[src/hdl/ir_link_params.svh]
/*
 * Constants of the infrared secondary link connection block: framing characters,
 * frame check sequence, timeslot, rates and timing counts.
 * Assumes it is included by bare name from every design file that needs it.
 */
// Functional notes
// - polling before connection runs at the default 9600 baud on both stations
// - secondary answers after exactly one numbered poll; its number is the timeslot
// - this device always answers poll number 2 and holds timeslot 2
// - keep answering every new poll series even with nothing to send
// - discovery starts only after our poll answer and the broadcast id
// - primary sends link parameters first, we reply; common rate is 9.6 kbaud
// - link opens with parameterised open command; we answer acknowledge on its address
// - query channel opened and confirmed, then data channel opened and confirmed
// - answer every information query: service name, address, capabilities
// - data-set-ready output driven low during normal response operation
// - while connected check frames for errors and keep exchanging empty packets
// - close command is confirmed and both stations return to disconnected
// - without close, fall back to disconnected after timeout since last frame
// - half duplex: never transmit while receiving, exchange ordered to avoid collision
// - device acts only as the single secondary of a point-to-point link
// - frames start with 0xC0 begin characters; extra ones may be 0xFF
// - every frame ends with end character 0xC1
// - 16-bit check sequence, low byte first, over address, control, information
`ifndef IR_LINK_PARAMS_SVH
`define IR_LINK_PARAMS_SVH

// ==========================================================
// rates and clock
`define IR_CLK_HZ 200000000
`define IR_BAUD 9600
`define IR_REPLY_SLOT 2
`define IR_POLL_SPACING_MS 70

// ==========================================================
// framing characters
`define IR_BOF 8'hC0
`define IR_BOF_EXTRA 8'hFF
`define IR_EOF 8'hC1
`define IR_MIN_FRAME_BYTES 3'h4

// ==========================================================
// frame check sequence, reflected update, residue checked over the whole frame
`define IR_FCS_POLY 16'h8408
`define IR_FCS_INIT 16'hFFFF
`define IR_FCS_GOOD 16'hF0B8

// ==========================================================
// addresses and reset values
`define IR_BCAST_ADDR 8'hFF
`define IR_ADDR_RESET 8'h00
`define IR_SLOT_RESET 4'h0

// ==========================================================
// timing
`define IR_TIMEOUT_MS 3000
`define IR_TIMEOUT_CYCLES (`IR_TIMEOUT_MS * (`IR_CLK_HZ / 1000))

`endif

[src/hdl/ir_link_pkg.sv]
/*
 * Types of the infrared secondary link connection block.
 * Assumes the frame decoder outside classifies each frame into frame_kind_t.
 */
package ir_link_pkg;

	localparam int SLOT_W = 4;

	// link modes of the secondary
	typedef enum logic [2:0] {
		disconnected_state = 3'b000,
		answered_state = 3'b001,
		link_init_state = 3'b010,
		query_state = 3'b011,
		connected_state = 3'b100
	} mode_t;

	// kinds of frames received from the primary
	typedef enum logic [3:0] {
		fk_poll = 4'b0000,
		fk_bcast_id = 4'b0001,
		fk_open_link = 4'b0010,
		fk_open_query = 4'b0011,
		fk_query = 4'b0100,
		fk_open_data = 4'b0101,
		fk_data = 4'b0110,
		fk_close = 4'b0111,
		fk_other = 4'b1000
	} frame_kind_t;

	// kinds of responses this station sends
	typedef enum logic [2:0] {
		rk_poll_answer = 3'b000,
		rk_link_ack = 3'b001,
		rk_query_confirm = 3'b010,
		rk_query_answer = 3'b011,
		rk_data_confirm = 3'b100,
		rk_data = 3'b101,
		rk_close_confirm = 3'b110
	} resp_kind_t;

	typedef struct packed {
		mode_t mode;
		logic answered;
		logic pending;
		resp_kind_t tx_kind;
		logic [7:0] tx_addr;
		logic [SLOT_W-1:0] tx_slot;
		logic [7:0] conn_addr;
		logic closing;
		logic dsr_n;
		logic frame_err;
	} fsm_state_t;

	typedef struct packed {
		logic in_frame;
		logic [15:0] crc;
		logic [2:0] count;
		logic ok;
		logic err;
	} chk_state_t;

	typedef struct packed {
		logic [31:0] count;
		logic expired;
	} tmr_state_t;

endpackage : ir_link_pkg

[src/hdl/ir_frame_checker.sv]
/*
 * Receive framing checker: hunts begin characters, ends on the end character
 * and checks the frame check sequence over everything between them.
 * Assumes bytes arrive already decoded from the optical receiver, one per strobe.
 */
`timescale 1ns/1ps
`include "ir_link_params.svh"

module ir_frame_checker (
	input wire logic i_core_clk,
	input wire logic i_nrst,
	input wire logic [7:0] i_byte,
	input wire logic i_byte_valid,
	output logic o_in_frame,
	output logic o_ok,
	output logic o_err
);
	import ir_link_pkg::*;

	chk_state_t st;
	chk_state_t next_st;

	// ==========================================================
	// reflected byte update, low bit first as it goes over the air
	function automatic logic [15:0] fcs_step(input logic [15:0] crc, input logic [7:0] b);
		logic [15:0] c;
		c = crc ^ {8'h00, b};
		for (int i = 0; i < 8; i++)
		begin
			c = c[0] ? ((c >> 1) ^ `IR_FCS_POLY) : (c >> 1);
		end
		return c;
	endfunction : fcs_step

	// ==========================================================
	// framing sequence
	always_comb
	begin
		next_st = st;
		next_st.ok = 1'b0;
		next_st.err = 1'b0;
		if (i_byte_valid)
		begin
			if (i_byte == `IR_BOF)
			begin
				// a repeated begin character just restarts the frame
				next_st.in_frame = 1'b1;
				next_st.crc = `IR_FCS_INIT;
				next_st.count = 3'h0;
			end
			else if (!st.in_frame)
			begin
				// extra 0xFF fill and noise are ignored until a 0xC0
				next_st.in_frame = 1'b0;
			end
			else if (i_byte == `IR_EOF)
			begin
				// residue check covers the sequence sent low byte first
				next_st.in_frame = 1'b0;
				if ((st.count >= `IR_MIN_FRAME_BYTES) && (st.crc == `IR_FCS_GOOD))
				begin
					next_st.ok = 1'b1;
				end
				else
				begin
					next_st.err = 1'b1;
				end
			end
			else
			begin
				next_st.crc = fcs_step(st.crc, i_byte);
				if (st.count != 3'h7)
				begin
					next_st.count = st.count + 3'h1;
				end
			end
		end
	end

	always_ff @(posedge i_core_clk)
	begin
		if (!i_nrst)
		begin
			st <= '{in_frame: 1'b0, crc: `IR_FCS_INIT, count: 3'h0, ok: 1'b0, err: 1'b0};
		end
		else
		begin
			st <= next_st;
		end
	end

	assign o_in_frame = st.in_frame;
	assign o_ok = st.ok;
	assign o_err = st.err;

endmodule : ir_frame_checker

[src/hdl/ir_secondary_link_fsm.sv]
/*
 * Connection manager of an infrared secondary station: answers polls in its
 * timeslot, walks link setup and service queries, keeps the connection alive
 * and drops it on close or silence.
 * Assumes an outside decoder supplies bytes, and with each end character the
 * frame kind, poll number and connection address of that frame; an outside
 * encoder sends each requested response with framing and check sequence.
 */
`timescale 1ns/1ps
`include "ir_link_params.svh"

module ir_secondary_link_fsm #(
	parameter int REPLY_SLOT = `IR_REPLY_SLOT,
	parameter int BAUD = `IR_BAUD,
	parameter int TIMEOUT_CYCLES = `IR_TIMEOUT_CYCLES
) (
	input wire logic i_core_clk,
	input wire logic i_nrst,
	input wire logic [7:0] i_rx_byte,
	input wire logic i_rx_byte_valid,
	input wire logic i_rx_active,
	input wire ir_link_pkg::frame_kind_t i_rx_kind,
	input wire logic [ir_link_pkg::SLOT_W-1:0] i_rx_slot,
	input wire logic [7:0] i_rx_conn_addr,
	input wire logic i_tx_ready,
	output logic o_tx_valid,
	output ir_link_pkg::resp_kind_t o_tx_kind,
	output logic [ir_link_pkg::SLOT_W-1:0] o_tx_slot,
	output logic [7:0] o_tx_addr,
	output logic [15:0] o_link_baud,
	output ir_link_pkg::mode_t o_link_mode,
	output logic o_dsr_n,
	output logic o_frame_err
);
	import ir_link_pkg::*;

	localparam logic [SLOT_W-1:0] MY_SLOT = SLOT_W'(REPLY_SLOT);
	localparam logic [SLOT_W-1:0] FIRST_SLOT = `IR_SLOT_RESET;

	fsm_state_t st;
	fsm_state_t next_st;
	logic rx_in_frame;
	logic rx_ok;
	logic rx_err;
	logic line_busy;
	logic tx_take;
	logic silence;
	logic timer_run;

	// ==========================================================
	// elaboration checks
	generate
		if ((REPLY_SLOT < 0) || (REPLY_SLOT >= (1 << SLOT_W)))
		begin : g_bad_slot
			$error("reply slot does not fit the poll number field");
		end
		if (BAUD != `IR_BAUD)
		begin : g_bad_baud
			$error("this station only runs at the default rate");
		end
	endgenerate

	// ==========================================================
	// receive framing and silence supervision
	ir_frame_checker u_checker (
		.i_core_clk(i_core_clk),
		.i_nrst(i_nrst),
		.i_byte(i_rx_byte),
		.i_byte_valid(i_rx_byte_valid),
		.o_in_frame(rx_in_frame),
		.o_ok(rx_ok),
		.o_err(rx_err)
	);

	// armed in every mode but disconnected, and not while a close is pending, so a stalled discovery also falls back
	assign timer_run = (st.mode != disconnected_state) && !st.closing;

	ir_silence_timer #(
		.TIMEOUT_CYCLES(TIMEOUT_CYCLES)
	) u_timer (
		.i_core_clk(i_core_clk),
		.i_nrst(i_nrst),
		.i_run(timer_run),
		.i_restart(rx_ok),
		.o_expired(silence)
	);

	// ==========================================================
	// half duplex gate: the response waits while anything is being received
	assign line_busy = i_rx_active || rx_in_frame;
	assign o_tx_valid = st.pending && !line_busy;
	assign tx_take = o_tx_valid && i_tx_ready;

	// ==========================================================
	// connection sequence
	always_comb
	begin
		next_st = st;
		next_st.frame_err = 1'b0;

		// a handed-over response frees the slot; a confirmed close ends the link
		if (tx_take)
		begin
			next_st.pending = 1'b0;
			if (st.closing)
			begin
				next_st.closing = 1'b0;
				next_st.mode = disconnected_state;
				next_st.answered = 1'b0;
			end
		end

		// bad frames are reported and never restart the silence wait
		if (rx_err)
		begin
			next_st.frame_err = 1'b1;
		end

		if (rx_ok && !st.closing)
		begin
			if (i_rx_kind == fk_close && st.mode != disconnected_state
				&& st.mode != answered_state)
			begin
				// confirm the close, then drop once the confirm is taken
				next_st.pending = 1'b1;
				next_st.tx_kind = rk_close_confirm;
				next_st.tx_addr = st.conn_addr;
				next_st.closing = 1'b1;
			end
			else
			begin
				unique case (st.mode)
					disconnected_state, answered_state, link_init_state:
					begin
						if (i_rx_kind == fk_poll)
						begin
							// poll 0 opens a new series that must be answered again
							if (i_rx_slot == FIRST_SLOT)
							begin
								next_st.answered = 1'b0;
								next_st.mode = disconnected_state;
							end
							// exactly one answer per series, always in our slot
							if (i_rx_slot == MY_SLOT
								&& (st.answered == 1'b0 || i_rx_slot == FIRST_SLOT))
							begin
								next_st.answered = 1'b1;
								next_st.mode = answered_state;
								next_st.pending = 1'b1;
								next_st.tx_kind = rk_poll_answer;
								next_st.tx_slot = i_rx_slot;
								next_st.tx_addr = `IR_BCAST_ADDR;
							end
						end
						else if (i_rx_kind == fk_bcast_id && st.mode == answered_state)
						begin
							// discovery only after our answer and the broadcast id
							next_st.mode = link_init_state;
						end
						else if (i_rx_kind == fk_open_link && st.mode == link_init_state)
						begin
							// reply with our parameters on the given address
							next_st.conn_addr = i_rx_conn_addr;
							next_st.pending = 1'b1;
							next_st.tx_kind = rk_link_ack;
							next_st.tx_addr = i_rx_conn_addr;
							next_st.mode = query_state;
						end
					end
					query_state:
					begin
						if (i_rx_kind == fk_open_query)
						begin
							next_st.pending = 1'b1;
							next_st.tx_kind = rk_query_confirm;
							next_st.tx_addr = st.conn_addr;
						end
						else if (i_rx_kind == fk_query)
						begin
							next_st.pending = 1'b1;
							next_st.tx_kind = rk_query_answer;
							next_st.tx_addr = st.conn_addr;
						end
						else if (i_rx_kind == fk_open_data)
						begin
							next_st.pending = 1'b1;
							next_st.tx_kind = rk_data_confirm;
							next_st.tx_addr = st.conn_addr;
							next_st.mode = connected_state;
						end
					end
					connected_state:
					begin
						// every frame but a poll or broadcast id gets a reply, empty or not, to prove the link
						if (i_rx_kind != fk_poll && i_rx_kind != fk_bcast_id)
						begin
							next_st.pending = 1'b1;
							next_st.tx_kind = rk_data;
							next_st.tx_addr = st.conn_addr;
						end
					end
					default:
					begin
						next_st.mode = disconnected_state;
					end
				endcase
			end
		end

		// silence since the last good frame drops whatever was in progress
		if (silence)
		begin
			next_st.mode = disconnected_state;
			next_st.answered = 1'b0;
			next_st.pending = 1'b0;
			next_st.closing = 1'b0;
		end

		// data set ready low only in normal response operation
		next_st.dsr_n = (next_st.mode != connected_state);
	end

	// ==========================================================
	// state register
	always_ff @(posedge i_core_clk)
	begin
		if (!i_nrst)
		begin
			st <= '{
				mode: disconnected_state,
				answered: 1'b0,
				pending: 1'b0,
				tx_kind: rk_poll_answer,
				tx_addr: `IR_ADDR_RESET,
				tx_slot: `IR_SLOT_RESET,
				conn_addr: `IR_ADDR_RESET,
				closing: 1'b0,
				dsr_n: 1'b1,
				frame_err: 1'b0
			};
		end
		else
		begin
			st <= next_st;
		end
	end

	// ==========================================================
	// outputs; only the secondary role exists, so there is no role select
	assign o_tx_kind = st.tx_kind;
	assign o_tx_slot = st.tx_slot;
	assign o_tx_addr = st.tx_addr;
	assign o_link_baud = 16'(BAUD); // advertised in the link acknowledge
	assign o_link_mode = st.mode;
	assign o_dsr_n = st.dsr_n;
	assign o_frame_err = st.frame_err;

endmodule : ir_secondary_link_fsm

[src/hdl/ir_silence_timer.sv]
/*
 * Silence timer: counts cycles since the last good frame and pulses on expiry.
 * Assumes restart pulses only on frames that passed the check.
 */
`timescale 1ns/1ps
`include "ir_link_params.svh"

module ir_silence_timer #(
	parameter int TIMEOUT_CYCLES = `IR_TIMEOUT_CYCLES
) (
	input wire logic i_core_clk,
	input wire logic i_nrst,
	input wire logic i_run,
	input wire logic i_restart,
	output logic o_expired
);
	import ir_link_pkg::*;

	localparam logic [31:0] LAST = 32'(TIMEOUT_CYCLES - 1);

	tmr_state_t st;
	tmr_state_t next_st;

	generate
		if (TIMEOUT_CYCLES < 1)
		begin : g_bad_timeout
			$error("timeout must be at least one cycle");
		end
	endgenerate

	// ==========================================================
	// count only while armed; a good frame starts the wait again
	always_comb
	begin
		next_st = st;
		next_st.expired = 1'b0;
		if (!i_run || i_restart)
		begin
			next_st.count = 32'h0000_0000;
		end
		else if (st.count == LAST)
		begin
			next_st.expired = 1'b1;
			next_st.count = 32'h0000_0000;
		end
		else
		begin
			next_st.count = st.count + 32'h0000_0001;
		end
	end

	always_ff @(posedge i_core_clk)
	begin
		if (!i_nrst)
		begin
			st <= '{count: 32'h0000_0000, expired: 1'b0};
		end
		else
		begin
			st <= next_st;
		end
	end

	assign o_expired = st.expired;

endmodule : ir_silence_timer
[config.mk]
export PLATFORM = sky130hd
export DESIGN_NAME = ir_secondary_link_fsm
export DESIGN_NICKNAME = d
export VERILOG_FILES = /design/src/hdl/ir_link_pkg.sv /design/src/hdl/ir_frame_checker.sv /design/src/hdl/ir_secondary_link_fsm.sv /design/src/hdl/ir_silence_timer.sv
export VERILOG_INCLUDE_DIRS = /design/src /design/src/hdl
export SDC_FILE = /design/constraint.sdc
export NUM_CORES = 1
export LEC_CHECK = 0
export BUFFER_PORTS_ARGS = -buffer_cell sky130_fd_sc_hd__buf_2
export CAP_MARGIN = 5
export CORE_ASPECT_RATIO = 0.8
export CORE_MARGIN = 5
export CORE_UTILIZATION = 54
export CTS_BUF_LIST = sky130_fd_sc_hd__clkbuf_8
export DETAILED_ROUTE_END_ITERATION = 12
export HOLD_SLACK_MARGIN = 0.08
export MAX_ROUTING_LAYER = met4
export PLACE_DENSITY = 0.83
export RECOVER_POWER = 25
export REMOVE_ABC_BUFFERS = 1
export SETUP_SLACK_MARGIN = 0.4
export SLEW_MARGIN = 5
export SYNTH_ARGS = -nofsm -noshare
export SYNTH_HDL_FRONTEND = slang
export SYNTH_SLANG_ARGS = --single-unit
[constraint.sdc]
create_clock -name i_core_clk -period 1.9 [get_ports i_core_clk]
set_clock_uncertainty 0.05 [all_clocks]
set_input_delay 0.38 -clock i_core_clk [delete_from_list [all_inputs] [get_ports i_core_clk]]
set_output_delay 0.38 -clock i_core_clk [all_outputs]
set_load 0.01 [all_outputs]
==> out/summary.txt <==
status = finished, violations left
failing checks = setup timing
Yosys cell types = 65
Setup Viol. Count Final = 41
Max Cap Viol = 0
syn_area_per_cell = 8.59 um2
H-tree depth = 3
type of origin of the critical path = flip-flop
critical path class = reg -> reg
vias in the first global route = 4506
first-pass GRT wire length = 21.6 mm
Max stage delay cell, worst path = dfxtp_1
FP Rows = 29
Mapped Cells = 529
Worst Hold Class = in -> reg
Mapped Area = 4540 um2
yosys warns = 0
largest net degree at the start of global routing = 24
Largest delay share family, worst path = compound AO/OA/AOI/OAI gates
fin cells = 779
Die X = 113 um
area share of the largest cell type after synthesis = 37.9%
Synth area leader = dfxtp_1
Final nets = 699
DPL Wire Length = 8.40 mm
Reg area = 1770 um2
Max Slew Vio Count = 0
core area = 8060 um2
io pins = 66
final period utilization = 105%
CP bufs+invs = 2
Clock Path Buffers = 2
Final Hold Viols = 0
Tmin final = 1990 ps
post-route antenna net violation count = 0
sequential area share after synthesis = 37.9%
Cell Chain, Critical Path = buf_6 > nand4bb_4 > o22ai_1 > nor2_1 > o21ai_2 > buf_6 > a221oi_2
WL/cell = 20.3 um
#FFs+latches synth = 86
routability congestion estimate from global placement = 0.995
critical-path maximum fanout = 8
fin worst setup slack = -92.8 ps
setup_tns = -1620 ps
Critical Path AT = 2220 ps
number of synthesized flops with an enable pin = 0
top post-synthesis cells by area = dfxtp_1, xnor2_1, buf_4
CTS Buf Count = 9
power per standard cell area = 517 nW/um2
Placed Cells = 728
Die ar. = 10400 um2
dominant synthesized flop cell = dfxtp_1
IO buf count = 49
DR pass1 iterations = 6
Post-Route WL = 15.8 mm
area delta synth->final = 47.0%
CP most frequent cell = buf_6
Die Ht = 92.0 um
most frequent cells in the layout = buf_4, dfxtp_1, nand2_1
CP max stage delay = 490 ps
# diodes = 0
initial antenna violation count = 0
multi-input logic area = 3180 um2
Worst-path clk slew = 100 ps
filler instances = 405
Post-synth ARST share = 0%
# clock sinks = 86
leakage = 2.45 nW
RSZ-0062 raised after global routing = true
DR iter-0 viols = 535
overall global routing resource usage = 26.0%
share of cells above drive strength 1 = 46.6%
Vias = 4764
clk_lat worst skew = 370 ps
setup slack, reg-to-reg = -90 ps
worst endpoint required time = 2130 ps
TritonCTS clock tree = done
CP endpoint kind = flip-flop
Initial Utilization = 56.4%
maximum clock frequency = 502 MHz
Root Buffer = clkbuf_8
# DRC = 0
via density per instance = 6.12
total gr overflow = 0
peak supply drop = 0.364 mV
most common cell after layout, fill and taps aside = buf_4
-- worst paths after layout --
kind | from | end | depth (start not counted)
worst max-delay path | o_link_mode[2] | o_tx_addr[5] | 7
worst min register to register | o_tx_slot[2] | o_tx_slot[2] | 2
worst min-delay path | i_rx_conn_addr[4] | st[7] | 3
worst max register to register | o_link_mode[2] | o_tx_addr[5] | 7
-- cells in the mapped netlist, drive strengths merged (4+ instances only) --
master / instances
dfxtp: 86
buf: 41
nand2: 37
xor2: 14
clkbuf: 12
mux2i: 9
nor2: 61
nor4: 8
and4: 4
nand3: 21
xnor2: 35
a22oi: 8
a21oi: 19
nor3b: 4
nor4b: 5
or3: 7
o21ai: 18
or4: 5
a32o: 4
o211ai: 11
a2bb2oi: 8
nand4: 10
inv: 24
and2: 4
ha: 4
nor2b: 7
a221oi: 9
nor3: 11
-- worst min-delay path, cell delays in order --
cell and delay [ps]:
buf_2 90, mux2i_1 60, nor2_1 70
-- area by class of cell --
| type | count | area share (%) |
|---|---|---|
| clock inverter | 7 | 1.20 |
| tap | 108 | 2.02 |
| multi-input combinational | 380 | 47.7 |
| clock buffer | 9 | 1.86 |
| timing repair buffer | 165 | 19.5 |
| inverter | 24 | 1.35 |
| sequential | 86 | 26.4 |
-- power by group --
| part | leakage [nW] | switching [mW] | total [mW] | internal [mW] |
|---|---|---|---|---|
| Combinational | 1.65 | 0.161 | 0.294 | 0.132 |
| Clock | 0.103 | 0.735 | 1.36 | 0.629 |
| Sequential | 0.701 | 0.00179 | 1.80 | 1.79 |
| Total | 2.45 | 0.898 | 3.45 | 2.55 |
-- stage by stage --
step / hold slack, ps / total power [mW] / util [%] / setup WS (ps) / cell area, um2
after global routing: 221 / 3.57 / 82.9 / -140 / 6680
after global placement: 361 / 2.06 / 65.2 / -155 / 5250
after detailed placement: 365 / 2.06 / 65.2 / -227 / 5250
final: 213 / 3.45 / 82.9 / -92.8 / 6680
after CTS: 204 / 3.38 / 75.1 / 13.4 / 6050
after floorplan: 362 / 1.94 / - / -619 / 4250
-- registers in the layout, indices dropped and copies added, names as in the netlist, 3 cells and up --
register      count
o_link_mode       3
o_tx_addr         8
o_tx_kind         3
o_tx_slot         4
st               11
u_checker.st     19
u_timer.st       32
-- kinds of logic after synthesis --
logic type / after synthesis / share of synthesized area, %
compound gates: 97 / 15.1
xor+xnor: 49 / 9.45
fa+ha+maj: 4 / 1.10
buf+inv: 77 / 9.50
flops: 86 / 37.9
mux: 10 / 2.23
other cells: 2 / 0.165
simple gates: 204 / 24.6
-- what timing repair did --
action                                  CTS  global route
gates cloned                              3             1
gates resized for setup                 102           119
pin swaps                                42            50
hold buffers                              0             0
buffers inserted                         15            16
endpoints found under the setup margin   75            78
-- layer usage --
layer	vias to the layer above	GRT usage, %	part of all wire [%]	wire (um)
met2	296	43.0	50	7950
met1	2271	30.9	37	5870
met3	92	6.78	8.7	1380
met5	-	-	0	0
met4	0	8.51	4.1	651
li1	2105	-	-	-
Note: power is estimated with default switching activity, not from simulation.
